### src/logic/pmtc_cfg.svh
/*
 * constants for the mac-facing clock and transmit block.
 * assumes a 50 mhz core clock equal to the rmii reference.
 */
`ifndef PMTC_CFG_SVH
`define PMTC_CFG_SVH

// core clock rate in hz
`define PMTC_CORE_HZ 50000000
// line clock rates in hz per speed mode
`define PMTC_HZ_100X 25000000
`define PMTC_HZ_10MII 2500000
`define PMTC_HZ_10SER 10000000
// width of the half-period counters
`define PMTC_CNT_W 5
// forced-error and idle 5b code groups
`define PMTC_CODE_TXERR 5'h04
`define PMTC_CODE_IDLE 5'h1f
// serial mode data bit
`define PMTC_SER_BIT 0

`endif

### src/logic/pmtc_pkg.sv
/*
 * types for the mac-facing clock and transmit block.
 * assumes nothing beyond the cfg header.
 */
package pmtc_pkg;
  // speed mode as given by the straps
  typedef enum logic [1:0] {
    PMTC_100X,
    PMTC_10_MII,
    PMTC_10_SER
  } pmtc_speed_t;
endpackage

### src/logic/pmtc_clkdiv.sv
/*
 * clock divider: drives a clock level and a rising-edge pulse.
 * assumes hi_cyc and lo_cyc are at least one.
 */
`timescale 1ns/1ps
`include "pmtc_cfg.svh"

module pmtc_clkdiv
(
  input wire logic core_clk_i,
  input wire logic rst_i,
  input wire logic restart_i,
  input wire logic [`PMTC_CNT_W-1:0] hi_cyc_i,
  input wire logic [`PMTC_CNT_W-1:0] lo_cyc_i,
  output logic clk_o,
  output logic rise_o
);
  logic [`PMTC_CNT_W-1:0] cnt_reg;
  logic [`PMTC_CNT_W-1:0] hi_m1;
  logic [`PMTC_CNT_W-1:0] lo_m1;

  // reload values for each half period
  assign hi_m1 = hi_cyc_i - `PMTC_CNT_W'(1);
  assign lo_m1 = lo_cyc_i - `PMTC_CNT_W'(1);

  // restart begins a fresh low phase, cutting a running high phase short or stretching a low one
  always_ff @(posedge core_clk_i)
  begin
    if (rst_i)
    begin
      clk_o <= 1'b0;
      rise_o <= 1'b0;
      cnt_reg <= '0;
    end
    else if (restart_i)
    begin
      clk_o <= 1'b0;
      rise_o <= 1'b0;
      cnt_reg <= lo_m1;
    end
    else if (cnt_reg == '0)
    begin
      clk_o <= ~clk_o;
      rise_o <= ~clk_o;
      cnt_reg <= clk_o ? lo_m1 : hi_m1;
    end
    else
    begin
      rise_o <= 1'b0;
      cnt_reg <= cnt_reg - `PMTC_CNT_W'(1);
    end
  end
endmodule

### src/logic/pmtc_top.sv
/*
 * mac-facing side of a 10/100 transceiver: transmit and receive clock
 * generation, transmit data capture in mii, rmii and serial modes,
 * 5b code output for 100 mbit mii, receive data valid and clock realign.
 * assumes core_clk_i is the 50 mhz local reference; all pin inputs
 * are asynchronous and are synchronised here.
 */
`timescale 1ns/1ps
`include "pmtc_cfg.svh"

module pmtc_top
(
  input wire logic core_clk_i,
  input wire logic rst_i,
  input wire logic rmii_mode_i,
  input wire logic [1:0] speed_mode_i,
  input wire logic [3:0] txd_i,
  input wire logic tx_en_i,
  input wire logic tx_er_i,
  input wire logic line_frame_i,
  output logic txc_o,
  output logic rxc_o,
  output logic rx_dv_o,
  output logic [3:0] tx_data_o,
  output logic tx_valid_o,
  output logic tx_err_o,
  output logic [4:0] tx_code_o
);
  localparam int CW = `PMTC_CNT_W;

  // two-stage synchronisers for every pin input
  logic [9:0] pin_meta_reg;
  logic [9:0] pin_sync_reg;
  logic [9:0] pin_raw;
  assign pin_raw = {rmii_mode_i, speed_mode_i, txd_i, tx_en_i, tx_er_i,
    line_frame_i};

  always_ff @(posedge core_clk_i)
  begin
    if (rst_i)
    begin
      pin_meta_reg <= '0;
      pin_sync_reg <= '0;
    end
    else
    begin
      pin_meta_reg <= pin_raw;
      pin_sync_reg <= pin_meta_reg;
    end
  end

  // named views of the synchronised pins
  logic rmii_s;
  logic [1:0] speed_raw;
  logic [3:0] txd_s;
  logic tx_en_s;
  logic tx_er_s;
  logic frame_s;
  pmtc_pkg::pmtc_speed_t speed_s;
  assign rmii_s = pin_sync_reg[9];
  assign speed_raw = pin_sync_reg[8:7];
  assign txd_s = pin_sync_reg[6:3];
  assign tx_en_s = pin_sync_reg[2];
  assign tx_er_s = pin_sync_reg[1];
  assign frame_s = pin_sync_reg[0];
  // the unused strap code falls back to 100 mbit
  assign speed_s = (speed_raw == 2'h3) ? pmtc_pkg::PMTC_100X
    : pmtc_pkg::pmtc_speed_t'(speed_raw);

  // clock period in core cycles for a speed mode
  function automatic logic [CW-1:0] period_cyc(
    input pmtc_pkg::pmtc_speed_t sp);
    logic [CW-1:0] p;
    p = CW'(`PMTC_CORE_HZ / `PMTC_HZ_100X);
    unique case (sp)
      pmtc_pkg::PMTC_100X: p = CW'(`PMTC_CORE_HZ / `PMTC_HZ_100X);
      pmtc_pkg::PMTC_10_MII: p = CW'(`PMTC_CORE_HZ / `PMTC_HZ_10MII);
      pmtc_pkg::PMTC_10_SER: p = CW'(`PMTC_CORE_HZ / `PMTC_HZ_10SER);
    endcase
    return p;
  endfunction

  // 4b to 5b data code group
  function automatic logic [4:0] enc_4b5b(input logic [3:0] n);
    logic [4:0] c;
    c = 5'h1e;
    unique case (n)
      4'h0: c = 5'h1e;
      4'h1: c = 5'h09;
      4'h2: c = 5'h14;
      4'h3: c = 5'h15;
      4'h4: c = 5'h0a;
      4'h5: c = 5'h0b;
      4'h6: c = 5'h0e;
      4'h7: c = 5'h0f;
      4'h8: c = 5'h12;
      4'h9: c = 5'h13;
      4'ha: c = 5'h16;
      4'hb: c = 5'h17;
      4'hc: c = 5'h1a;
      4'hd: c = 5'h1b;
      4'he: c = 5'h1c;
      4'hf: c = 5'h1d;
    endcase
    return c;
  endfunction

  // half periods; odd periods put the extra cycle in the low phase
  logic [CW-1:0] per;
  logic [CW-1:0] hi_cyc;
  logic [CW-1:0] lo_cyc;
  assign per = period_cyc(speed_s);
  assign hi_cyc = per >> 1;
  assign lo_cyc = per - hi_cyc;

  logic txc_lvl;
  logic txc_rise;
  pmtc_clkdiv u_tx_div
  (
    .core_clk_i(core_clk_i),
    .rst_i(rst_i),
    .restart_i(1'b0),
    .hi_cyc_i(hi_cyc),
    .lo_cyc_i(lo_cyc),
    .clk_o(txc_lvl),
    .rise_o(txc_rise)
  );

  // receive side: packet start seen as a rising frame level
  logic frame_d_reg;
  logic pkt_start;
  logic rx_restart;
  logic rxc_lvl;
  logic rxc_rise;
  assign pkt_start = frame_s & ~frame_d_reg;
  // realign only while data valid is low
  assign rx_restart = pkt_start & ~rx_dv_o;

  pmtc_clkdiv u_rx_div
  (
    .core_clk_i(core_clk_i),
    .rst_i(rst_i),
    .restart_i(rx_restart),
    .hi_cyc_i(hi_cyc),
    .lo_cyc_i(lo_cyc),
    .clk_o(rxc_lvl),
    .rise_o(rxc_rise)
  );

  // clock pins copy the divider levels one flop later
  always_ff @(posedge core_clk_i)
  begin
    if (rst_i)
    begin
      txc_o <= 1'b0;
      rxc_o <= 1'b0;
      frame_d_reg <= 1'b0;
    end
    else
    begin
      txc_o <= txc_lvl;
      rxc_o <= rxc_lvl;
      frame_d_reg <= frame_s;
    end
  end

  // data valid follows the frame on receive clock rising edges
  always_ff @(posedge core_clk_i)
  begin
    if (rst_i)
      rx_dv_o <= 1'b0;
    else if (rxc_rise)
      rx_dv_o <= frame_s;
  end

  // transmit capture: rmii samples every reference cycle
  logic tx_strobe;
  logic [3:0] txd_q;
  logic [4:0] code_next;
  assign tx_strobe = rmii_s ? 1'b1 : txc_rise;
  // rmii idle dibit forced to 00; serial keeps bit 0
  assign txd_q = rmii_s ? (tx_en_s ? {2'h0, txd_s[1:0]} : 4'h0)
    : (speed_s == pmtc_pkg::PMTC_10_SER)
    ? {3'h0, txd_s[`PMTC_SER_BIT]} : txd_s;
  // error request replaces the data code group
  assign code_next = !tx_en_s ? `PMTC_CODE_IDLE
    : tx_er_s ? `PMTC_CODE_TXERR : enc_4b5b(txd_q);

  // inputs taken on the transmit clock rise, or every reference cycle in rmii mode
  always_ff @(posedge core_clk_i)
  begin
    if (rst_i)
    begin
      tx_data_o <= 4'h0;
      tx_valid_o <= 1'b0;
      tx_err_o <= 1'b0;
      tx_code_o <= `PMTC_CODE_IDLE;
    end
    else if (tx_strobe)
    begin
      tx_data_o <= txd_q;
      tx_valid_o <= tx_en_s;
      tx_err_o <= tx_er_s;
      // 5b codes only mean something at 100 mbit in mii mode
      tx_code_o <= (speed_s == pmtc_pkg::PMTC_100X && !rmii_s)
        ? code_next : `PMTC_CODE_IDLE;
    end
  end
endmodule

### config.mk
export PLATFORM = sky130hd
export DESIGN_NAME = pmtc_top
export DESIGN_NICKNAME = d
export VERILOG_FILES = /design/src/logic/pmtc_pkg.sv /design/src/logic/pmtc_clkdiv.sv /design/src/logic/pmtc_top.sv
export VERILOG_INCLUDE_DIRS = /design/src /design/src/logic
export SDC_FILE = /design/constraint.sdc
export NUM_CORES = 1
export LEC_CHECK = 0
export BUFFER_PORTS_ARGS = -buffer_cell sky130_fd_sc_hd__buf_2
export CORE_ASPECT_RATIO = 0.75
export CORE_MARGIN = 10
export CORE_UTILIZATION = 60
export DETAILED_ROUTE_END_ITERATION = 7
export HOLD_SLACK_MARGIN = 0.15
export PLACE_DENSITY = 0.9
export RECOVER_POWER = 100
export SETUP_SLACK_MARGIN = 0.2
export SLEW_MARGIN = 25
export SYNTH_ARGS = -nofsm -noshare
export SYNTH_HDL_FRONTEND = slang
export SYNTH_SLANG_ARGS = --single-unit
### constraint.sdc
create_clock -name core_clk_i -period 2.3 [get_ports core_clk_i]
set_input_delay 0.115 -clock core_clk_i [delete_from_list [all_inputs] [get_ports core_clk_i]]
set_output_delay 0.115 -clock core_clk_i [all_outputs]
set_load 0.1 [all_outputs]
==> results of run 1 <==
## cell families after synthesis
group / after synthesis / synth area share [%]
adders and majority gates: 5 / 3.13
DFF: 49 / 49.2
xor gates and xnor gates: 7 / 3.07
muxes: 3 / 1.57
buffers and inverters: 21 / 4.58
AOI/OAI and AO/OA: 36 / 11.8
and+or+nand+nor: 82 / 26.6
## per-layer routing
| layer | vias up | global-route usage [%] | wire length (um) |
|---|---|---|---|
| li1 | 760 | - | - |
| met1 | 683 | 16.0 | 1830 |
| met2 | 33 | 20.0 | 1760 |
| met3 | 7 | 5.33 | 253 |
| met4 | 0 | 6.64 | 72 |
| met5 | - | 0 | 0 |
## worst paths after layout
path                                     startpoint                  end  slack [ps]  cells past startpoint
worst max-delay path            u_tx_div.cnt_reg[0]  u_tx_div.cnt_reg[3]         540                      5
worst max register to register  u_tx_div.cnt_reg[0]  u_tx_div.cnt_reg[3]         540                      5
worst min register to register      pin_meta_reg[3]      pin_sync_reg[3]         440                      1
worst min-delay path                          rst_i                rxc_o         350                      2
## metrics by stage
step / utilization (%) / setup slack (ps)
2_1_floorplan: - / 488
3_3_place_gp: 65.6 / 756
3_5_place_dp: 65.6 / 701
4_1_cts: 71.3 / 683
5_1_grt: 70.1 / 409
6_report: 70.1 / 540
## power groups by stage
stage	Combinational [mW]	Sequential [mW]	Clock [mW]
final	0.892	1.13	0.489
after global placement	0.877	1.14	0
after CTS	0.929	1.13	0.501
after detailed placement	0.899	1.15	0
after floorplan	0.585	1.31	0
after global routing	0.980	1.15	0.533
## cell type report
type / instances / area (um^2) / area share [%]
flip-flops and latches: 49 / 981 / 43.1
clock buffers: 5 / 68.8 / 3.03
multi-input cells: 133 / 907 / 39.9
inverters: 11 / 41.3 / 1.82
repair buffers: 36 / 210 / 9.24
well taps: 40 / 50.0 / 2.20
clock inverters: 2 / 16.3 / 0.715
## synth_stat cells, types with 2 or more instances
library cell	instances	area, um^2
dfxtp_1	49	981
nor4_1	4	25.0
or2_2	2	12.5
nand3b_1	3	22.5
nor2b_1	23	144
a211o_1	2	17.5
nor2_1	9	33.8
a31oi_1	2	12.5
buf_1	3	11.3
or3b_2	3	26.3
buf_2	4	20.0
nor3_1	3	15.0
nand4b_1	2	17.5
o21bai_1	2	15.0
nand2_1	10	37.5
mux2i_1	2	20.0
xnor2_1	6	52.6
ha_1	5	62.6
a211oi_1	2	15.0
o21ai_0	3	15.0
nand2b_1	5	31.3
nand3_1	4	20.0
clkbuf_1	2	7.51
nor4b_4	2	47.6
inv_1	11	41.3
a21oi_1	14	70.1
## worst reg2reg max path, cell delays in order, from the launching register on
cell and delay, ps:
dfxtp_1 320, inv_1 70, ha_1 200, nor4b_2 720
a21oi_1 190, o21a_1 160
==> results.json, run 1 <==
{
  "post-route-drc-count": 0,
  "setup_viol": 0,
  "htreeDepth": 2,
  "synthToLayoutAreaGrowth_pct": 14.0,
  "cells_resized_by_post_cts_repair": 0,
  "flip_flop_cell_with_the_highest_count_after_synthesis": "dfxtp_1",
  "timing.final.max_slew_violations": 0,
  "finalCritPeriodShare_pct": 76.5,
  "cts_post_setup_buffers_inserted": 0,
  "worst_hold_path_type": "in -> reg",
  "syn_area_per_cell_um2": 9.83,
  "cts_tree": "built",
  "cts_hold_buffers": 10,
  "cts_made_buffers": 5,
  "clock-root-buffer": "clkbuf_8",
  "place_hpwl_mm": 2.66,
  "vias_in_the_first_global_route": 1460,
  "syn_area_mm2": 0.00200,
  "postRouteWirelength_mm": 3.91,
  "placed_cells": 259,
  "clkLatencyLatePin_ps": 310,
  "timing.critical_path.max_delay_family": "simple AND/OR/NAND/NOR gates",
  "finClkSkew_ps": 5.72,
  "worstSetupEndpointType": "flop",
  "final_layout_size_suffix_gt1_share_pct": 11.9,
  "die_w_um": 86.6,
  "clk_pin_slew_worst_paths_ps": 90,
  "netlist-cell-type-count": 52,
  "insertedDiodeCount": 0,
  "initial_antenna_violation_count": 0,
  "io_pins": 26,
  "tritoncts_num_sinks": 49,
  "drt_iter0_markers": 103,
  "critical_path.n_buffers_inverters": 1,
  "share_of_power_burned_in_registers_pct": 45.0,
  "grt_remaining_overflow": 0,
  "synthesis.instances": 203,
  "synth_sequential_area_ratio_pct": 49.2,
  "slew_headroom_pct": 20.3,
  "synth-edff-count": 0,
  "synthesis.nets": 220,
  "worstPathCellList": "inv_1 -> ha_1 -> nor4b_2 -> a21oi_1 -> o21a_1",
  "via_count": 1483,
  "final_antenna_net_count": 0,
  "final_common_cell": "dfxtp_1",
  "max_cap_viol_count": 0,
  "postPlaceCellArea_mm2": 0.00213,
  "critical_path.max_fanout": 10,
  "worst_ep_arrival_time_ps": 1960,
  "ir_drop_worst_vdd_mv": 0.652,
  "critPathLaunchType": "flop",
  "routabilityCongestion": 0.937,
  "clock_tree.buffer_depth": 2,
  "critical_path.max_stage_delay_ps": 720,
  "layout.cells.most_common_list": "49 x dfxtp_1, 23 x nor2b_1, 16 x clkbuf_1",
  "floorplan.rows": 18,
  "wl_per_cell_um": 14.2,
  "unrepaired_setup_endpoints_after_global_routing": "false",
  "hold_viol": 0,
  "pwr-share-clk_pct": 19.5,
  "cpMaxStageDelayCell": "nor4b_2",
  "die_ar_mm2": 0.00606,
  "die_height_um": 69.9,
  "floorplan.core_area_mm2": 0.00324,
  "n_fill_cell": 270,
  "via_per_inst": 5.37,
  "starting_density_pct": 61.5,
  "leakagePower_nw": 0.852,
  "share_comb_of_total_power_pct": 35.5,
  "netSwitchingFraction_pct": 38.6,
  "worstPathRequired_ps": 2500,
  "fin_cells": 276,
  "achievable-frequency_mhz": 568,
  "synth_async_sr_flop_share_pct": 0,
  "nets_final": 253,
  "postSynthRegisterBits": 49,
  "fin_tns_setup_ps": 0,
  "grt_pass1_wl_mm": 6.61,
  "ys_warn_count": 0,
  "numPortBuffers": 25,
  "status": "completed",
  "grt.total_usage_pct": 13.3,
  "total_switching_power_uw": 968,
  "finalPower_mw": 2.51,
  "hold_ws_ps": 352,
  "intPower_mw": 1.54,
  "timing.setup.critical_path_class": "reg -> reg",
  "time_the_worst_path_needs_with_i_o_delays_and_setup_ps": 1760,
  "final_design_area_no_fill_mm2": 0.00227,
  "detailedRoute.firstPassIterationCount": 4,
  "maximum_number_of_pins_on_one_net_before_global_route_repair": 29,
  "power_per_cell_area_mw_per_mm2": 1100,
  "tightest_slew_ps": 1200
}
Note: power is estimated with default switching activity, not from simulation.
==> run 2, diff against run 1 <==
--- a/config.mk
+++ b/config.mk
@@ -6,13 +6,14 @@
 export SDC_FILE = /design/constraint.sdc
 export NUM_CORES = 1
 export LEC_CHECK = 0
+export ABC_AREA = 1
 export BUFFER_PORTS_ARGS = -buffer_cell sky130_fd_sc_hd__buf_2
 export CORE_ASPECT_RATIO = 0.75
 export CORE_MARGIN = 10
-export CORE_UTILIZATION = 60
+export CORE_UTILIZATION = 55
 export DETAILED_ROUTE_END_ITERATION = 7
 export HOLD_SLACK_MARGIN = 0.15
-export PLACE_DENSITY = 0.9
+export PLACE_DENSITY = 0.85
 export RECOVER_POWER = 100
 export SETUP_SLACK_MARGIN = 0.2
 export SLEW_MARGIN = 25
==> constraint.sdc (replaced) <==
create_clock -name core_clk_i -period 1.7 [get_ports core_clk_i]
set_input_delay 0.085 -clock core_clk_i [delete_from_list [all_inputs] [get_ports core_clk_i]]
set_output_delay 0.085 -clock core_clk_i [all_outputs]
set_load 0.1 [all_outputs]
==> run 2 against run 1 <==
Hold slack got worse by 85 ps. Via count increased by 4.9%. Synthesized cell count increased by 21%. Critical endpoint is now tx_code_o[3].
==> results.json, run 2 <==
{
  "status": "completed",
  "slew_headroom_pct": 63.6,
  "initial_antenna_violation_count": 0,
  "numPortBuffers": 25,
  "floorplan.rows": 18,
  "cts_made_buffers": 5,
  "htreeDepth": 2,
  "total_switching_power_mw": 1.64,
  "worstPathRequired_ps": 1900,
  "grt_most_used_layer": "met2",
  "final_antenna_net_count": 0,
  "netSwitchingFraction_pct": 42.7,
  "fin_tns_setup_ps": 0,
  "hold_viol": 0,
  "timing.setup.critical_path_class": "reg -> reg",
  "finalPower_mw": 3.83,
  "finClkSkew_ps": 5.03,
  "post-route-drc-count": 0,
  "post_synth_most_frequent_cells": "49 x dfxtp_1, 46 x inv_1, 42 x nor2_1",
  "achievable-frequency_mhz": 714,
  "grt_pass1_wl_mm": 6.51,
  "layout.cells.most_common_list": "47 x dfxtp_1, 46 x inv_1, 42 x nor2_1",
  "worstHoldEndpoint": "u_rx_div.cnt_reg[0]",
  "regToRegEndpoint": "tx_code_o[3]",
  "synth_async_sr_flop_share_pct": 0,
  "n_fill_cell": 276,
  "synthesis.instances": 245,
  "synthToLayoutAreaGrowth_pct": 18.4,
  "nets_final": 300,
  "final_common_cell": "dfxtp_1",
  "unrepaired_setup_endpoints_after_global_routing": "false",
  "met1_usage_pct": 14.9,
  "tightest_slew_ps": 548,
  "detailedRoute.firstPassIterationCount": 4,
  "netlist-cell-type-count": 27,
  "floorplan.core_area_mm2": 0.00333,
  "starting_density_pct": 57.6,
  "final_layout_size_suffix_gt1_share_pct": 15.2,
  "critical_path.max_fanout": 4,
  "clk_pin_slew_worst_paths_ps": 80,
  "critPathLaunchType": "flop",
  "place_hpwl_mm": 2.61,
  "wl_per_cell_um": 11.7,
  "synth-edff-count": 0,
  "fin_util_pct": 68.2,
  "flip_flop_cell_with_the_highest_count_after_synthesis": "dfxtp_1",
  "clock_tree.buffer_depth": 2,
  "die_w_um": 88.2,
  "clkLatencyLatePin_ps": 300,
  "via_per_inst": 4.82,
  "cts_post_setup_buffers_inserted": 0,
  "pwr-share-clk_pct": 21.0,
  "maximum_number_of_pins_on_one_net_before_global_route_repair": 33,
  "share_of_power_burned_in_registers_pct": 38.9,
  "finalWorstSetupSlack_ps": 299,
  "worst_hold_startpoint": "rst_i",
  "worstSetupEndpointType": "flop",
  "routabilityCongestion": 0.774,
  "power_per_cell_area_mw_per_mm2": 1690,
  "clock-root-buffer": "clkbuf_8",
  "final_design_area_no_fill_mm2": 0.00227,
  "yosys.cell_count.top_type": "dfxtp_1",
  "max_cap_viol_count": 0,
  "die_ar_mm2": 0.00628,
  "worst_flop_to_flop_path_startpoint": "pin_sync_reg[7]",
  "synthesis.nets": 262,
  "synth.top_cells.by_area": "dfxtp_1 51%, inv_1 9.0%, nor2_1 8.2%",
  "r2r.worst_path.cells": 7,
  "intPower_mw": 2.19,
  "synth_sequential_area_ratio_pct": 51.1,
  "postSynthRegisterBits": 49,
  "dp_slack_ps": 283,
  "io_pins": 26,
  "met3_usage_pct": 4.81,
  "grt_remaining_overflow": 0,
  "groute.layer.met2.usage_pct": 21.1,
  "vias_in_the_first_global_route": 1507,
  "ys_warn_count": 0,
  "synth_top_area_share_pct": 51.1,
  "syn_area_mm2": 0.00192,
  "timing.final.max_slew_violations": 0,
  "drt_iter0_markers": 128,
  "worst_hold_path_type": "in -> reg",
  "postRouteWirelength_mm": 3.77,
  "syn_area_per_cell_um2": 7.83,
  "worst-r2r-setup-slack_ps": 300,
  "leakagePower_nw": 1.08,
  "finalCritPeriodShare_pct": 82.4,
  "time_the_worst_path_needs_with_i_o_delays_and_setup_ps": 1400,
  "insertedDiodeCount": 0,
  "tritoncts_num_sinks": 49,
  "synth_largest_area_cell": "dfxtp_1",
  "via_count": 1556,
  "cts_tree": "built",
  "worst_ep_arrival_time_ps": 1600,
  "setup_viol": 0,
  "grt.total_usage_pct": 13.1,
  "hold_path_depth": 4,
  "postPlaceCellArea_mm2": 0.00207,
  "share_comb_of_total_power_pct": 40.1,
  "die_height_um": 71.2,
  "ir_drop_worst_vdd_mv": 0.844
}
## run 2: power by group through the flow
stage | Combinational (mW) | Clock (mW) | Sequential, mW
2_1_floorplan | 0.745 | 0 | 2.05
3_3_place_gp | 1.50 | 0 | 1.51
3_5_place_dp | 1.53 | 0 | 1.51
4_1_cts | 1.56 | 0.827 | 1.49
5_1_grt | 1.69 | 0.866 | 1.52
6_report | 1.54 | 0.803 | 1.49
## run 2: what timing repair did
| action | in CTS | in global routing |
|---|---|---|
| hold buffers | 10 | 0 |
| gates resized for setup | 0 | 4 |
| endpoints found under the hold margin | 10 | 0 |
| setup endpoints to repair | 0 | 6 |
## run 2: cell type report
type                            count  area [um^2]  share of cell area [%]
Sequential cell                    49          983                    43.3
Timing Repair Buffer               37          238                    10.5
Clock inverter                      2         38.8                    1.71
Clock buffer                        5         68.8                    3.03
Multi-Input combinational cell    143          716                    31.5
Tap cell                           40         50.0                    2.20
Inverter                           47          179                    7.87
## run 2: how the worst max path moves through the flow
stage                    start      endpoint  slack (ps)  cells past startpoint
6_report       pin_sync_reg[7]  tx_code_o[3]         300                      7
3_5_place_dp   pin_sync_reg[7]  tx_code_o[1]         280                      7
2_1_floorplan       tx_valid_o    tx_valid_o         380                      2
4_1_cts        pin_sync_reg[7]  tx_code_o[3]         240                      7
3_3_place_gp   pin_sync_reg[7]  tx_code_o[1]         350                      7
5_1_grt        pin_sync_reg[7]  tx_code_o[4]         140                      7
## run 2: stage by stage
stage	hold WS, ps	std cells
final	267	323
after floorplan	192	245
after detailed placement	291	306
after CTS	244	323
after global placement	287	306
after global routing	302	323
## run 2: critical path, stage by stage, from the launching register on
cell and delay (ps):
dfxtp_2 360, inv_1 50, ha_1 300, nand2_1 60, nor2_1 200, o21ai_2 110
a21oi_1 150, nand2_1 70
## run 2: cell families after synthesis
| family | synth area share [%] |
|---|---|
| AO/OA/AOI/OAI | 9.19 |
| XOR/XNOR | 1.37 |
| adder cells (fa/ha/maj) | 3.26 |
| buffers and inverters | 11.5 |
| flip-flops | 51.1 |
| AND/OR/NAND/NOR | 23.5 |
## run 2: metal layers
| layer | part of all wire (%) | routed length [um] |
|---|---|---|
| met4 | 0.74 | 28 |
| met3 | 7.7 | 291 |
| met5 | 0 | 0 |
| met1 | 44 | 1660 |
| met2 | 47 | 1780 |
